## src/shared/srx_defines.svh

```systemverilog
// Register offsets, field positions, reset values and event indices
`ifndef SRX_DEFINES_SVH
`define SRX_DEFINES_SVH

`define SRX_ADDR_EXIT_CFG   8'h37
`define SRX_ADDR_CTRL       8'h3e
`define SRX_ADDR_STATUS     8'h3f

`define SRX_EXIT_CFG_RESET  8'h00
`define SRX_RX_EXIT_HI      7
`define SRX_RX_EXIT_LO      5
`define SRX_TO_EXIT_HI      4
`define SRX_TO_EXIT_LO      3
`define SRX_PR_EXIT_HI      2
`define SRX_PR_EXIT_LO      0

`define SRX_CTRL_START      0
`define SRX_CTRL_STOP       1
`define SRX_CTRL_LP_SEL     2
`define SRX_CTRL_IDLE_MODE  3

`define SRX_STAT_STATE_HI   2
`define SRX_STAT_STATE_LO   0
`define SRX_STAT_MODE_HI    4
`define SRX_STAT_MODE_LO    3

`define SRX_EVENT_COUNT     9
`define SRX_EV_PAYLOAD      0
`define SRX_EV_CHECKSUM     1
`define SRX_EV_RSSI         2
`define SRX_EV_SYNC         3
`define SRX_EV_PREAMBLE     4
`define SRX_EV_TO_RSSI      5
`define SRX_EV_TO_PREAMBLE  6
`define SRX_EV_TO_SYNC      7
`define SRX_EV_BUF_EMPTY    8

`endif

```

## src/shared/srx_pkg.sv

```systemverilog
// Types of the receive-exit sequencer block
`include "srx_defines.svh"
package srx_pkg;
	typedef enum logic [2:0] {
		ST_HALTED   = 3'b000,
		ST_IDLE     = 3'b001,
		ST_RECEIVE  = 3'b010,
		ST_PKT_RCVD = 3'b011,
		ST_TRANSMIT = 3'b100,
		ST_SYNTH    = 3'b101
	} srx_state_e;

	typedef enum logic [1:0] {
		MODE_INITIAL = 2'b00,
		MODE_STANDBY = 2'b01,
		MODE_SLEEP   = 2'b10,
		MODE_ACTIVE  = 2'b11
	} srx_mode_e;

	typedef enum logic [2:0] {
		RX_UNUSED0  = 3'b000,
		RX_PAY_PKT  = 3'b001,
		RX_PAY_LP   = 3'b010,
		RX_CRC_PKT  = 3'b011,
		RX_RSSI_OFF = 3'b100,
		RX_SYNC_OFF = 3'b101,
		RX_PRE_OFF  = 3'b110,
		RX_UNUSED7  = 3'b111
	} srx_rx_exit_e;

	typedef enum logic [1:0] {
		TO_RELAUNCH = 2'b00,
		TO_TRANSMIT = 2'b01,
		TO_LOWPOWER = 2'b10,
		TO_HALT     = 2'b11
	} srx_to_exit_e;

	typedef enum logic [2:0] {
		PR_HALT     = 3'b000,
		PR_TX_EMPTY = 3'b001,
		PR_LOWPOWER = 3'b010,
		PR_RX_SYNTH = 3'b011,
		PR_RX_DIRECT = 3'b100
	} srx_pr_exit_e;

	typedef struct packed {
		srx_state_e state;
		srx_mode_e  mode;
		logic       relaunch;
		logic       fired;
	} srx_main_s;

	typedef struct packed {
		logic [`SRX_EVENT_COUNT-1:0] prev;
	} srx_edge_s;

	typedef struct packed {
		logic [7:0] exitCfg;
		logic       lpSel;
		logic       idleMode;
		logic       startPulse;
		logic       stopPulse;
		logic [7:0] rdata;
	} srx_regs_s;
endpackage

```

## src/design/srx_event_edge.sv

```systemverilog
// Rising-edge detector over the interrupt flags
`timescale 1ns/1ps
`include "srx_defines.svh"
module srx_event_edge
	import srx_pkg::*;
#(
	parameter int N = `SRX_EVENT_COUNT
) (
	input  wire logic         mclk,
	input  wire logic         rst,
	input  wire logic         ce,
	input  wire logic [N-1:0] flags,
	output logic      [N-1:0] rise
);
	srx_edge_s r;
	srx_edge_s n;

	if (N != `SRX_EVENT_COUNT) begin : g_check
		$error("srx_event_edge: N must match the event count");
	end

	// A held flag fires its transition only once
	for (genvar i = 0; i < N; i++) begin : g_bit
		assign rise[i] = flags[i] & ~r.prev[i];
	end

	always_comb begin
		n = r;
		n.prev = flags;
	end

	always_ff @(posedge mclk or posedge rst) begin
		if (rst) begin
			r <= '0;
		end else if (ce) begin
			r <= n;
		end
	end
endmodule

```

## src/design/srx_regfile.sv

```systemverilog
// Register slave: exit configuration, control and status
`timescale 1ns/1ps
`include "srx_defines.svh"
module srx_regfile
	import srx_pkg::*;
(
	input  wire logic       mclk,
	input  wire logic       rst,
	input  wire logic       ce,
	input  wire logic [7:0] addr,
	input  wire logic [7:0] wdata,
	input  wire logic       wr,
	input  wire logic       rd,
	output logic      [7:0] rdata,
	input  srx_state_e      seqState,
	input  srx_mode_e       chipMode,
	output logic      [7:0] exitCfg,
	output logic            lpSel,
	output logic            idleMode,
	output logic            startPulse,
	output logic            stopPulse
);
	srx_regs_s r;
	srx_regs_s n;

	always_comb begin
		n = r;
		n.startPulse = 1'b0;
		n.stopPulse = 1'b0;
		// Read data stands for exactly one cycle
		n.rdata = 8'h00;
		if (wr) begin
			case (addr)
				`SRX_ADDR_EXIT_CFG: n.exitCfg = wdata;
				`SRX_ADDR_CTRL: begin
					n.startPulse = wdata[`SRX_CTRL_START];
					n.stopPulse = wdata[`SRX_CTRL_STOP];
					n.lpSel = wdata[`SRX_CTRL_LP_SEL];
					n.idleMode = wdata[`SRX_CTRL_IDLE_MODE];
				end
				default: n = n;
			endcase
		end
		if (rd) begin
			case (addr)
				`SRX_ADDR_EXIT_CFG: n.rdata = r.exitCfg;
				`SRX_ADDR_CTRL: begin
					n.rdata[`SRX_CTRL_LP_SEL] = r.lpSel;
					n.rdata[`SRX_CTRL_IDLE_MODE] = r.idleMode;
				end
				`SRX_ADDR_STATUS: begin
					n.rdata[`SRX_STAT_STATE_HI:`SRX_STAT_STATE_LO] = seqState;
					n.rdata[`SRX_STAT_MODE_HI:`SRX_STAT_MODE_LO] = chipMode;
				end
				default: n.rdata = 8'h00;
			endcase
		end
	end

	always_ff @(posedge mclk or posedge rst) begin
		if (rst) begin
			r <= '{exitCfg: `SRX_EXIT_CFG_RESET, default: '0};
		end else if (ce) begin
			r <= n;
		end
	end

	assign rdata = r.rdata;
	assign exitCfg = r.exitCfg;
	assign lpSel = r.lpSel;
	assign idleMode = r.idleMode;
	assign startPulse = r.startPulse;
	assign stopPulse = r.stopPulse;
endmodule

```

## src/design/srx_sequencer_rx_exit.sv

```systemverilog
// Sequencer exits from the Receive and packet-received states
//
// Behaviour
// - Receive-exit selector bits 7-5; 000/111 unused.
// - 001: payload complete goes to packet-received.
// - 010: payload complete takes low-power transition.
// - 011: checksum pass goes to packet-received.
// - 100: signal strength flag halts the sequencer.
// - 101 sync match, 110 preamble: halt.
// - Timeout-exit bits 4-3 select timeout action.
// - Any of three timeouts is receive timeout.
// - Packet-received exit: halt, transmit-on-empty, low-power.
// - 011 via synth mode if frequency changed, else direct; 100 direct receive.
// - Low-power select: halt-initial or idle standby/sleep.
//
// Strobed register access is this design's own decision.
`timescale 1ns/1ps
`include "srx_defines.svh"
module srx_sequencer_rx_exit
	import srx_pkg::*;
(
	input  wire logic       mclk,
	input  wire logic       rst,
	input  wire logic       ce,
	input  wire logic [7:0] addr,
	input  wire logic [7:0] wdata,
	input  wire logic       wr,
	input  wire logic       rd,
	output logic      [7:0] rdata,
	input  wire logic       payloadCompleteFlag,
	input  wire logic       checksumPassFlag,
	input  wire logic       rssiFlag,
	input  wire logic       syncWordMatchFlag,
	input  wire logic       preambleFoundFlag,
	input  wire logic       signalStrengthTimeout,
	input  wire logic       preambleTimeout,
	input  wire logic       syncSignalTimeout,
	input  wire logic       bufferEmptyFlag,
	input  wire logic       freqChanged,
	input  wire logic       synthReady,
	output srx_state_e      seqState,
	output srx_mode_e       chipMode,
	output logic            receiveRelaunch,
	output logic            transitionFired
);
	srx_main_s r;
	srx_main_s n;

	logic [7:0]                  exitCfg;
	logic                        lpSel;
	logic                        idleMode;
	logic                        startPulse;
	logic                        stopPulse;
	logic [`SRX_EVENT_COUNT-1:0] flags;
	logic [`SRX_EVENT_COUNT-1:0] rise;
	srx_rx_exit_e                rxExit;
	srx_to_exit_e                toExit;
	srx_pr_exit_e                prExit;
	logic                        receive_timeout_event;
	srx_state_e                  lpState;
	srx_mode_e                   lpMode;

	// Field macros must agree with the enum widths, or the casts below cut codes
	if (`SRX_RX_EXIT_HI - `SRX_RX_EXIT_LO + 1 != $bits(srx_rx_exit_e)) begin : g_rx_field
		$error("srx_sequencer_rx_exit: receive-exit field width differs from its type");
	end
	if (`SRX_TO_EXIT_HI - `SRX_TO_EXIT_LO + 1 != $bits(srx_to_exit_e)) begin : g_to_field
		$error("srx_sequencer_rx_exit: timeout-exit field width differs from its type");
	end
	if (`SRX_PR_EXIT_HI - `SRX_PR_EXIT_LO + 1 != $bits(srx_pr_exit_e)) begin : g_pr_field
		$error("srx_sequencer_rx_exit: packet-exit field width differs from its type");
	end
	if (`SRX_RX_EXIT_HI > 7) begin : g_cfg_span
		$error("srx_sequencer_rx_exit: exit fields must sit inside the 8-bit register");
	end
	// Status read-back packs state and mode into fixed fields
	if (`SRX_STAT_STATE_HI - `SRX_STAT_STATE_LO + 1 != $bits(srx_state_e)) begin : g_st_field
		$error("srx_sequencer_rx_exit: status state field width differs from its type");
	end
	if (`SRX_STAT_MODE_HI - `SRX_STAT_MODE_LO + 1 != $bits(srx_mode_e)) begin : g_md_field
		$error("srx_sequencer_rx_exit: status mode field width differs from its type");
	end
	// Every event index must land inside the flag vector
	if (`SRX_EV_BUF_EMPTY >= `SRX_EVENT_COUNT) begin : g_ev_buf
		$error("srx_sequencer_rx_exit: buffer-empty index outside the flag vector");
	end
	if (`SRX_EV_TO_SYNC >= `SRX_EVENT_COUNT) begin : g_ev_sync
		$error("srx_sequencer_rx_exit: sync-timeout index outside the flag vector");
	end

	srx_regfile u_regs (
		.mclk       (mclk),
		.rst        (rst),
		.ce         (ce),
		.addr       (addr),
		.wdata      (wdata),
		.wr         (wr),
		.rd         (rd),
		.rdata      (rdata),
		.seqState   (r.state),
		.chipMode   (r.mode),
		.exitCfg    (exitCfg),
		.lpSel      (lpSel),
		.idleMode   (idleMode),
		.startPulse (startPulse),
		.stopPulse  (stopPulse)
	);

	// Flag vector in event-index order
	always_comb begin
		flags = '0;
		flags[`SRX_EV_PAYLOAD] = payloadCompleteFlag;
		flags[`SRX_EV_CHECKSUM] = checksumPassFlag;
		flags[`SRX_EV_RSSI] = rssiFlag;
		flags[`SRX_EV_SYNC] = syncWordMatchFlag;
		flags[`SRX_EV_PREAMBLE] = preambleFoundFlag;
		flags[`SRX_EV_TO_RSSI] = signalStrengthTimeout;
		flags[`SRX_EV_TO_PREAMBLE] = preambleTimeout;
		flags[`SRX_EV_TO_SYNC] = syncSignalTimeout;
		flags[`SRX_EV_BUF_EMPTY] = bufferEmptyFlag;
	end

	// Edge detection so that a lingering flag cannot retrigger
	srx_event_edge #(
		.N (`SRX_EVENT_COUNT)
	) u_edge (
		.mclk  (mclk),
		.rst   (rst),
		.ce    (ce),
		.flags (flags),
		.rise  (rise)
	);

	// Unused codes fall to the default branches of the state machine
	assign rxExit = srx_rx_exit_e'(exitCfg[`SRX_RX_EXIT_HI:`SRX_RX_EXIT_LO]);
	assign toExit = srx_to_exit_e'(exitCfg[`SRX_TO_EXIT_HI:`SRX_TO_EXIT_LO]);
	assign prExit = srx_pr_exit_e'(exitCfg[`SRX_PR_EXIT_HI:`SRX_PR_EXIT_LO]);

	assign receive_timeout_event = rise[`SRX_EV_TO_RSSI] | rise[`SRX_EV_TO_PREAMBLE]
		| rise[`SRX_EV_TO_SYNC];

	// Target of a low-power-selection transition
	always_comb begin
		if (lpSel) begin
			lpState = ST_IDLE;
			lpMode = idleMode ? MODE_SLEEP : MODE_STANDBY;
		end else begin
			lpState = ST_HALTED;
			lpMode = MODE_INITIAL;
		end
	end

	function automatic srx_main_s goTo(
		input srx_main_s  cur,
		input srx_state_e st,
		input srx_mode_e  md
	);
		srx_main_s res;
		res = cur;
		res.state = st;
		res.mode = md;
		res.fired = 1'b1;
		// A relaunch pulse must not ride along on a later move
		res.relaunch = 1'b0;
		return res;
	endfunction

	// Action of the timeout-exit field
	function automatic srx_main_s timeoutExit(
		input srx_main_s    cur,
		input srx_to_exit_e sel,
		input srx_state_e   lpSt,
		input srx_mode_e    lpMd
	);
		srx_main_s res;
		res = cur;
		case (sel)
			TO_RELAUNCH: begin
				res = goTo(cur, ST_RECEIVE, MODE_ACTIVE);
				res.relaunch = 1'b1;
			end
			TO_TRANSMIT: res = goTo(cur, ST_TRANSMIT, MODE_ACTIVE);
			TO_LOWPOWER: res = goTo(cur, lpSt, lpMd);
			TO_HALT:     res = goTo(cur, ST_HALTED, MODE_INITIAL);
			default:     res = cur;
		endcase
		return res;
	endfunction

	always_comb begin
		n = r;
		n.relaunch = 1'b0;
		n.fired = 1'b0;
		if (stopPulse) begin
			n = goTo(r, ST_HALTED, MODE_INITIAL);
		end else begin
			case (r.state)
				ST_HALTED, ST_IDLE: begin
					// Halted or idle: no exit is evaluated, only a start
					if (startPulse) begin
						n = goTo(r, ST_RECEIVE, MODE_ACTIVE);
					end
				end
				ST_RECEIVE: begin
					// Selector event outranks a coincident timeout
					case (rxExit)
						RX_PAY_PKT: begin
							if (rise[`SRX_EV_PAYLOAD]) begin
								n = goTo(r, ST_PKT_RCVD, MODE_ACTIVE);
							end else if (receive_timeout_event) begin
								n = timeoutExit(r, toExit, lpState, lpMode);
							end
						end
						RX_PAY_LP: begin
							if (rise[`SRX_EV_PAYLOAD]) begin
								n = goTo(r, lpState, lpMode);
							end else if (receive_timeout_event) begin
								n = timeoutExit(r, toExit, lpState, lpMode);
							end
						end
						RX_CRC_PKT: begin
							if (rise[`SRX_EV_CHECKSUM]) begin
								n = goTo(r, ST_PKT_RCVD, MODE_ACTIVE);
							end else if (rise[`SRX_EV_PAYLOAD] || receive_timeout_event) begin
								// Payload done without checksum pass
								n = timeoutExit(r, toExit, lpState, lpMode);
							end
						end
						RX_RSSI_OFF: begin
							if (rise[`SRX_EV_RSSI]) begin
								n = goTo(r, ST_HALTED, MODE_INITIAL);
							end else if (receive_timeout_event) begin
								n = timeoutExit(r, toExit, lpState, lpMode);
							end
						end
						RX_SYNC_OFF: begin
							if (rise[`SRX_EV_SYNC]) begin
								n = goTo(r, ST_HALTED, MODE_INITIAL);
							end else if (receive_timeout_event) begin
								n = timeoutExit(r, toExit, lpState, lpMode);
							end
						end
						RX_PRE_OFF: begin
							if (rise[`SRX_EV_PREAMBLE]) begin
								n = goTo(r, ST_HALTED, MODE_INITIAL);
							end else if (receive_timeout_event) begin
								n = timeoutExit(r, toExit, lpState, lpMode);
							end
						end
						default: begin
							// Unused selector codes leave only the timeout exit
							if (receive_timeout_event) begin
								n = timeoutExit(r, toExit, lpState, lpMode);
							end
						end
					endcase
				end
				ST_PKT_RCVD: begin
					// Codes 000, 010, 011 and 100 leave on the first edge, no event
					case (prExit)
						PR_HALT: n = goTo(r, ST_HALTED, MODE_INITIAL);
						PR_TX_EMPTY: begin
							if (rise[`SRX_EV_BUF_EMPTY]) begin
								n = goTo(r, ST_TRANSMIT, MODE_ACTIVE);
							end
						end
						PR_LOWPOWER: n = goTo(r, lpState, lpMode);
						PR_RX_SYNTH: begin
							if (freqChanged) begin
								n = goTo(r, ST_SYNTH, MODE_ACTIVE);
							end else begin
								n = goTo(r, ST_RECEIVE, MODE_ACTIVE);
							end
						end
						PR_RX_DIRECT: n = goTo(r, ST_RECEIVE, MODE_ACTIVE);
						default: n = n;
					endcase
				end
				ST_SYNTH: begin
					// Receive resumes only once the synthesizer settles
					if (synthReady) begin
						n = goTo(r, ST_RECEIVE, MODE_ACTIVE);
					end
				end
				// Transmit is left only through a stop; its exits live elsewhere
				ST_TRANSMIT: n = n;
				default: n = goTo(r, ST_HALTED, MODE_INITIAL);
			endcase
		end
	end

	// Every transition above happens on a single enabled edge
	always_ff @(posedge mclk or posedge rst) begin
		if (rst) begin
			r <= '{state: ST_HALTED, mode: MODE_INITIAL, default: '0};
		end else if (ce) begin
			r <= n;
		end
	end

	assign seqState = r.state;
	assign chipMode = r.mode;
	assign receiveRelaunch = r.relaunch;
	assign transitionFired = r.fired;
endmodule

```

## config.mk

```make
export PLATFORM = sky130hd
export DESIGN_NAME = srx_sequencer_rx_exit
export DESIGN_NICKNAME = d
export VERILOG_FILES = /design/src/shared/srx_pkg.sv /design/src/design/srx_event_edge.sv /design/src/design/srx_regfile.sv /design/src/design/srx_sequencer_rx_exit.sv
export VERILOG_INCLUDE_DIRS = /design/src /design/src/shared
export SDC_FILE = /design/constraint.sdc
export NUM_CORES = 1
export LEC_CHECK = 0
export ABC_AREA = 0
export BUFFER_PORTS_ARGS = -buffer_cell sky130_fd_sc_hd__buf_2
export CORE_UTILIZATION = 55
export DETAILED_ROUTE_END_ITERATION = 8
export PLACE_DENSITY = 0.85
export SETUP_SLACK_MARGIN = 0.05
export SYNTH_ARGS = -nofsm -noshare
export SYNTH_HDL_FRONTEND = slang
export SYNTH_SLANG_ARGS = --single-unit
```

## constraint.sdc

```tcl
create_clock -name mclk -period 2.6 [get_ports mclk]
set_input_delay 0.39 -clock mclk [delete_from_list [all_inputs] [get_ports mclk]]
set_output_delay 0.39 -clock mclk [all_outputs]
set_load 0.05 [all_outputs]
```

Yosys cells after proc, flatten, opt, wreduce, memory -nomap -nowiden

Index checks and enable logic that the tools add are counted.

Register bits after elaboration: 36
Logic and storage cells: 94

Equality and inequality tests: 27
Reduce and logical (&&, ||, !) cells: 9
Bitwise logic cells: 20
Mux-type cells: 27

Operators with widths:

| kind                                                                     | count |
|---|---|
| 7-bit 2-to-1 mux                                                         | 13 |
| 7-bit case mux with 5 select lines                                       | 2 |
| 7-bit case mux with 6 select lines                                       | 1 |
| 7-bit case mux with 4 select lines                                       | 1 |
| 8-bit by 6-bit equality test with 1-bit output (second input constant)   | 3 |
| 3-bit by 2-bit equality test with 1-bit output (second input constant)   | 6 |
| 3-bit equality test (second input constant)                              | 6 |
| 2-bit case mux with 3 select lines                                       | 2 |
| 10-bit 2-to-1 mux                                                        | 1 |
| 1-bit bitwise AND                                                        | 9 |
| 3-bit by 1-bit equality test with 1-bit output (second input constant)   | 3 |
| 1-bit NOT                                                                | 9 |
| 8-bit 2-to-1 mux                                                         | 1 |
| 7-bit by 2-bit inequality test with 1-bit output (second input constant) | 1 |
| 7-bit AND reduction                                                      | 1 |
| 3-bit logical NOT                                                        | 2 |
| 2-bit 2-to-1 mux                                                         | 3 |
| 3-bit case mux with 2 select lines                                       | 1 |
| 3-bit AND reduction                                                      | 2 |
| 5-bit by 4-bit inequality test with 1-bit output (second input constant) | 1 |
| 2-bit equality test (second input constant)                              | 2 |
| 4-bit by 3-bit inequality test with 1-bit output (second input constant) | 1 |
| 2-bit OR reduction                                                       | 2 |
| 3-bit by 1-bit inequality test with 1-bit output (second input constant) | 1 |
| other kinds (8)                                                          | 9 |

Logic depth before layout (Yosys ltp)

Depth after elaboration: 10
Mapped depth: 7
Depth with buffers taken out: 6

Modules after synthesis

A second synthesis with hierarchy kept.

Cells, all modules: 239
Area total of the unflattened synthesis: 2357.3 um2

Modules (own cells, without submodules):

| module                | cells an instance | area an instance (um2) | times used | seq. area each (um2) |
|---|---|---|---|---|
| srx_sequencer_rx_exit | 137               | 969.7                  | 1          | 175.2 |
| srx_regfile           | 73                | 955.9                  | 1          | 500.5 |
| srx_event_edge        | 29                | 431.7                  | 1          | 225.2 |

Worst setup path before layout

OpenSTA, ideal clock, no wires.

Path type: reg-to-reg
From: reg r (netlist bit seqState[1])
To: reg r (netlist bit chipMode[1])
Data required time: 2.496 ns
Data arrival time: 1.807 ns
Cell stages (with the launch flop): 8
Clock period less this slack: 1.911 ns
Path slack: 0.689 ns
Cell sequence: dfrtp_1 or3b_1 buf_2 nor2_4 a41oi_1 a21bo_4 nand2_1 o311ai_1

Longest elaborated chain between the ends: 4
Elaborated cells between the ends (all ways): 16
Those cells by class: eq/ne: 11; mux: 2; reduce/logical: 3

Ends and longest elaborated chain:

| item                                                                                                                    | RTL line                     | text |
|---|---|---|
| start: declaration                                                                                                      | srx_sequencer_rx_exit.sv:46  | `srx_main_s r;` |
| start signal: assignment                                                                                                | srx_sequencer_rx_exit.sv:297 | `r <= n;` |
| 3-bit by 1-bit equality test with 1-bit output or 3-bit logical NOT (tied branches)                                     | srx_sequencer_rx_exit.sv:197 | `case (r.state)` |
| 2-bit OR reduction                                                                                                      | srx_sequencer_rx_exit.sv:197 |  |
| 3-bit by 1-bit inequality test with 1-bit output (no source line) or 7-bit case mux with 5 select lines (tied branches) | -                            |  |
| 7-bit AND reduction (no source line) or 7-bit 2-to-1 mux (tied branches)                                                | -                            |  |

Parallel ways exist; a longest one is shown, timed or not.
A chain may end at the register's enable or synchronous reset.

Worst setup path after layout

From: reg u_regs.r (netlist bit u_regs.exitCfg[5])
To: reg r (netlist bit seqState[1])

Longest elaborated chain between the ends: 4
Elaborated cells between the ends (all ways): 11
Those cells by class: eq/ne: 7; mux: 3; reduce/logical: 1

Ends and longest elaborated chain:

| item                                        | RTL line                     | text |
|---|---|---|
| start: declaration                          | srx_regfile.sv:23            | `srx_regs_s r;` |
| start signal: assignment                    | srx_regfile.sv:64            | `r <= n;` |
| 3-bit equality test (tied with other cells) | srx_sequencer_rx_exit.sv:206 | `case (rxExit)` |
| 7-bit case mux with 6 select lines          | srx_sequencer_rx_exit.sv:206 |  |
| 7-bit case mux with 5 select lines          | srx_sequencer_rx_exit.sv:197 |  |
| 7-bit 2-to-1 mux                            | srx_sequencer_rx_exit.sv:194 | `if (stopPulse) begin` |

Parallel ways exist; a longest one is shown, timed or not.

==> out/metrics.csv <==
stage,metric,value,unit
timing,setup_ws,0.570,ns
clock_network,cts_resized,0,
finish,antenna_cells,0,
place,globalplace.congestion,0.975,
clock_network,postCtsSetupBuffers,0,
logic_synthesis,ys.flop_type,dfrtp_1,
global_routing,met1_usage,39.9,%
floorplanning,initial_core_util,57.6,%
global_routing,grt_pass1_wl,9470,µm
global_routing,grt_start_max_net_pins,37,
floorplanning,io_pins,47,
critical_path,crit_path_cell_trace,or3b_1 > and2_4 > o31ai_4 > nor3_1 > nor4_1 > o21ai_0,
clock_network,clock-root-buffer,clkbuf_8,
clock_network,clock_sinks,36,
timing,hold_violations,0,
global_routing,top_usage_layer,met2,
critical_path,cp_max_fo,17,
global_routing,overflow,0,
logic_synthesis,ys_types,56,
logic_synthesis,synth_edf_count,0,
global_routing,grt_use_total,28.7,%
pwr,combPwrFrac,25.0,%
run_status,outcome,"complete, but fails checks",
floorplanning,die_w,66.7,µm
routing,routed_wl,5800,µm
critical_path,cp_slowest_stage_delay,0.56,ns
finish,drive_gt1_share,30.4,%
run,drv_cap,0,
critical_path,cpMaxStageDelayCell,dfrtp_1,
routing,drc,2,
place,pre_cts_slack,0.630,ns
finish,final_nets,320,
logic_synthesis,ys_ff_latch,36,
global_routing,grtUsageMet3,6.68,%
timing,slew_headroom,62.4,%
floorplanning,fp-row-count,23,
logic_synthesis,syn_avg_cell_area,9.48,µm²
clock_network,cts_buffer_depth,2,
pwr,clock_power_share,29.4,%
place,dp_hpwl,4140,µm
min_path,hold_path_class,in2async,
critical_path,arrival,2.20,ns
finish,design_area,0.00267,mm²
logic_synthesis,syn_area,0.00230,mm²
logic_synthesis,synthesis.nets,275,
place,dp_cells,331,
global_routing,grt_pass1_vias,1965,
finish,syn_to_final_growth,15.7,%
pwr,swShare,33.8,%
pwr,power_leakage,1.20,nW
pwr,switchingPower,0.480,mW
pwr,p_int,0.940,mW
floorplanning,die_area,0.00445,mm²
timing,setup_violations,0,
routing,drt_iter0_drc,210,
finish,utilization,66.7,%
logic_synthesis,yosysWarnings,0,
finish,layout.cells.non_filler,339,
floorplanning,core,0.00400,mm²
place,numPortBuffers,46,
timing,worstMarginPinSlew,0.565,ns
timing,fmax,493,MHz
timing,maxSlewViolCount,0,
routing,vias,2122,
clock_network,h-tree-depth,2,
critical_path,required,2.77,ns
clock_network,cts_buffers,5,
clock_network,insertion_delay,0.29,ns
timing,finalCritPeriodShare,78.1,%
global_routing,use_met2,43.4,%
timing,finalClockSkew,0.00286,ns
logic_synthesis,async_flop_share,100,%
pwr,pwr-share-seq,45.6,%
pwr,peakVddDrop,375,µV
routing,route.detailed.wl_per_inst,17.1,µm
floorplanning,die_h,66.7,µm
timing,fin_crit,2.03,ns
logic_synthesis,ys_seq_area_share,39.1,%
global_routing,antenna_found_initial,0,
pwr,power,1.42,mW
critical_path,cp-end-kind,register,
routing,viasPerCell,6.26,
critical_path,path_class,reg2reg,
clock_network,cts_tree,yes,
timing,fin_hold_ws,0.188,ns
timing,finalSetupTns,0,ns
critical_path,start_kind,register,
timing,rsz0062_at_grt,false,
run_status,violations,DRC,
clock_network,postCtsHoldBufs,0,
finish,fillers,316,
routing,first_pass_iters,7,
clock_network,clkTransAtPathRegs,0.07,ns
pwr,powerDensity,532,mW/mm²
place,place_area,0.00257,mm²
routing,ant_nets,0,
logic_synthesis,synth_cells,243,
## placed cells by master (no fill, tap or decap), types with 4 or more instances in the layout
master / count
dfrtp_1: 36
o2bb2ai_1: 5
nor2b_1: 11
a22o_1: 4
clkbuf_8: 6
mux2i_1: 7
mux2_2: 20
a21oi_1: 16
buf_2: 46
inv_1: 11
nor3_1: 7
nand2_1: 17
o21ai_0: 19
o21ai_1: 4
nand3_1: 5
nand2b_1: 7
nor2_1: 11
## worst paths after layout
| check | startpoint | to | slack, ns | cells past startpoint |
|---|---|---|---|---|
| setup / recovery | u_regs.exitCfg[5]$_DFFE_PP0P_ | seqState[1]$_DFFE_PP0P_ | 0.57 | 6 |
| max in group asynchronous | rst | u_edge.r[2]$_DFFE_PP0P_ | 2.09 | 3 |
| hold reg to reg | u_regs.rdata[2]$_DFFE_PP0P_ | u_regs.rdata[2]$_DFFE_PP0P_ | 0.49 | 1 |
| hold / removal | rst | u_regs.rdata[1]$_DFFE_PP0P_ | 0.19 | 3 |
| min in group mclk | wdata[6] | u_regs.exitCfg[6]$_DFFE_PP0P_ | 0.33 | 2 |
| setup reg to reg | u_regs.exitCfg[5]$_DFFE_PP0P_ | seqState[1]$_DFFE_PP0P_ | 0.57 | 6 |
## registers in the layout, indices dropped and copies added (netlist names)
signal and count:
u_edge.r 9, u_regs.lpSel 1, u_regs.stopPulse 1, u_regs.rdata 8, u_regs.exitCfg 8, seqState 3
chipMode 2, transitionFired 1, receiveRelaunch 1, u_regs.idleMode 1, u_regs.startPulse 1
## routing by layer
metal / up-vias / routed length [µm] / part of all wire [%]
met5: - / 0 / 0
met4: 0 / 125 / 2.2
met3: 15 / 455 / 7.8
met2: 121 / 2750 / 47
met1: 989 / 2470 / 43
li1: 997 / - / -
## synthesized netlist by cell type (all sizes together) (2+ instances only)
cell | count | area [µm²]
dfrtp | 36 | 901
or2 | 3 | 18.8
o211ai | 2 | 15.0
o22ai | 2 | 18.8
or3 | 2 | 12.5
nor3 | 7 | 35.0
nor2b | 11 | 68.8
clkbuf | 7 | 26.3
or3b | 4 | 35.0
buf | 4 | 20.0
mux2i | 7 | 70.1
nand3 | 5 | 25.0
a221oi | 3 | 32.5
nand2 | 17 | 63.8
o21ai | 23 | 115
a311oi | 2 | 17.5
o2bb2ai | 5 | 43.8
mux2 | 20 | 225
nor2 | 12 | 52.6
and3 | 2 | 12.5
o31ai | 2 | 28.8
and2 | 2 | 15.0
nand4 | 3 | 18.8
nand3b | 3 | 26.3
a21oi | 16 | 80.1
nor4 | 2 | 27.5
nand2b | 7 | 43.8
nor3b | 3 | 22.5
inv | 11 | 41.3
a22o | 4 | 35.0
a22oi | 2 | 15.0
## final cells by class
class                      instances  area [µm²]  share of cell area [%]
clock buffer                       7        86.3                    3.24
clock inverter                     1        7.51                   0.281
inverter                          11        41.3                    1.55
multi-input combinational        185        1320                    49.3
sequential                        36         901                    33.8
tap                               50        62.6                    2.35
timing repair buffer              49         253                    9.47
## power by group through the flow
stage | clock network, mW | registers, mW | logic, mW
3_3_place_gp | 0 | 0.654 | 0.344
3_5_place_dp | 0 | 0.656 | 0.347
4_1_cts | 0.421 | 0.645 | 0.350
2_1_floorplan | 0 | 0.698 | 0.200
6_report | 0.417 | 0.648 | 0.354
5_1_grt | 0.452 | 0.651 | 0.380
## critical path: cells and delay by family, from the launching register on
family	cells	cell delay [ns]
AND/OR/NAND/NOR	4	1.02
flip-flops	1	0.56
AO/OA/AOI/OAI	2	0.33
## cells by family (layout without fill, tap and decap cells)
group / Yosys count / count (layout) / synth area share (%)
AND/OR/NAND/NOR: 86 / 86 / 22.2
AO/OA/AOI/OAI: 72 / 72 / 22.2
flip-flops: 36 / 36 / 39.1
multiplexers: 27 / 27 / 12.8
buffers and inverters: 22 / 68 / 3.80
(Power assumes the default switching activity.)
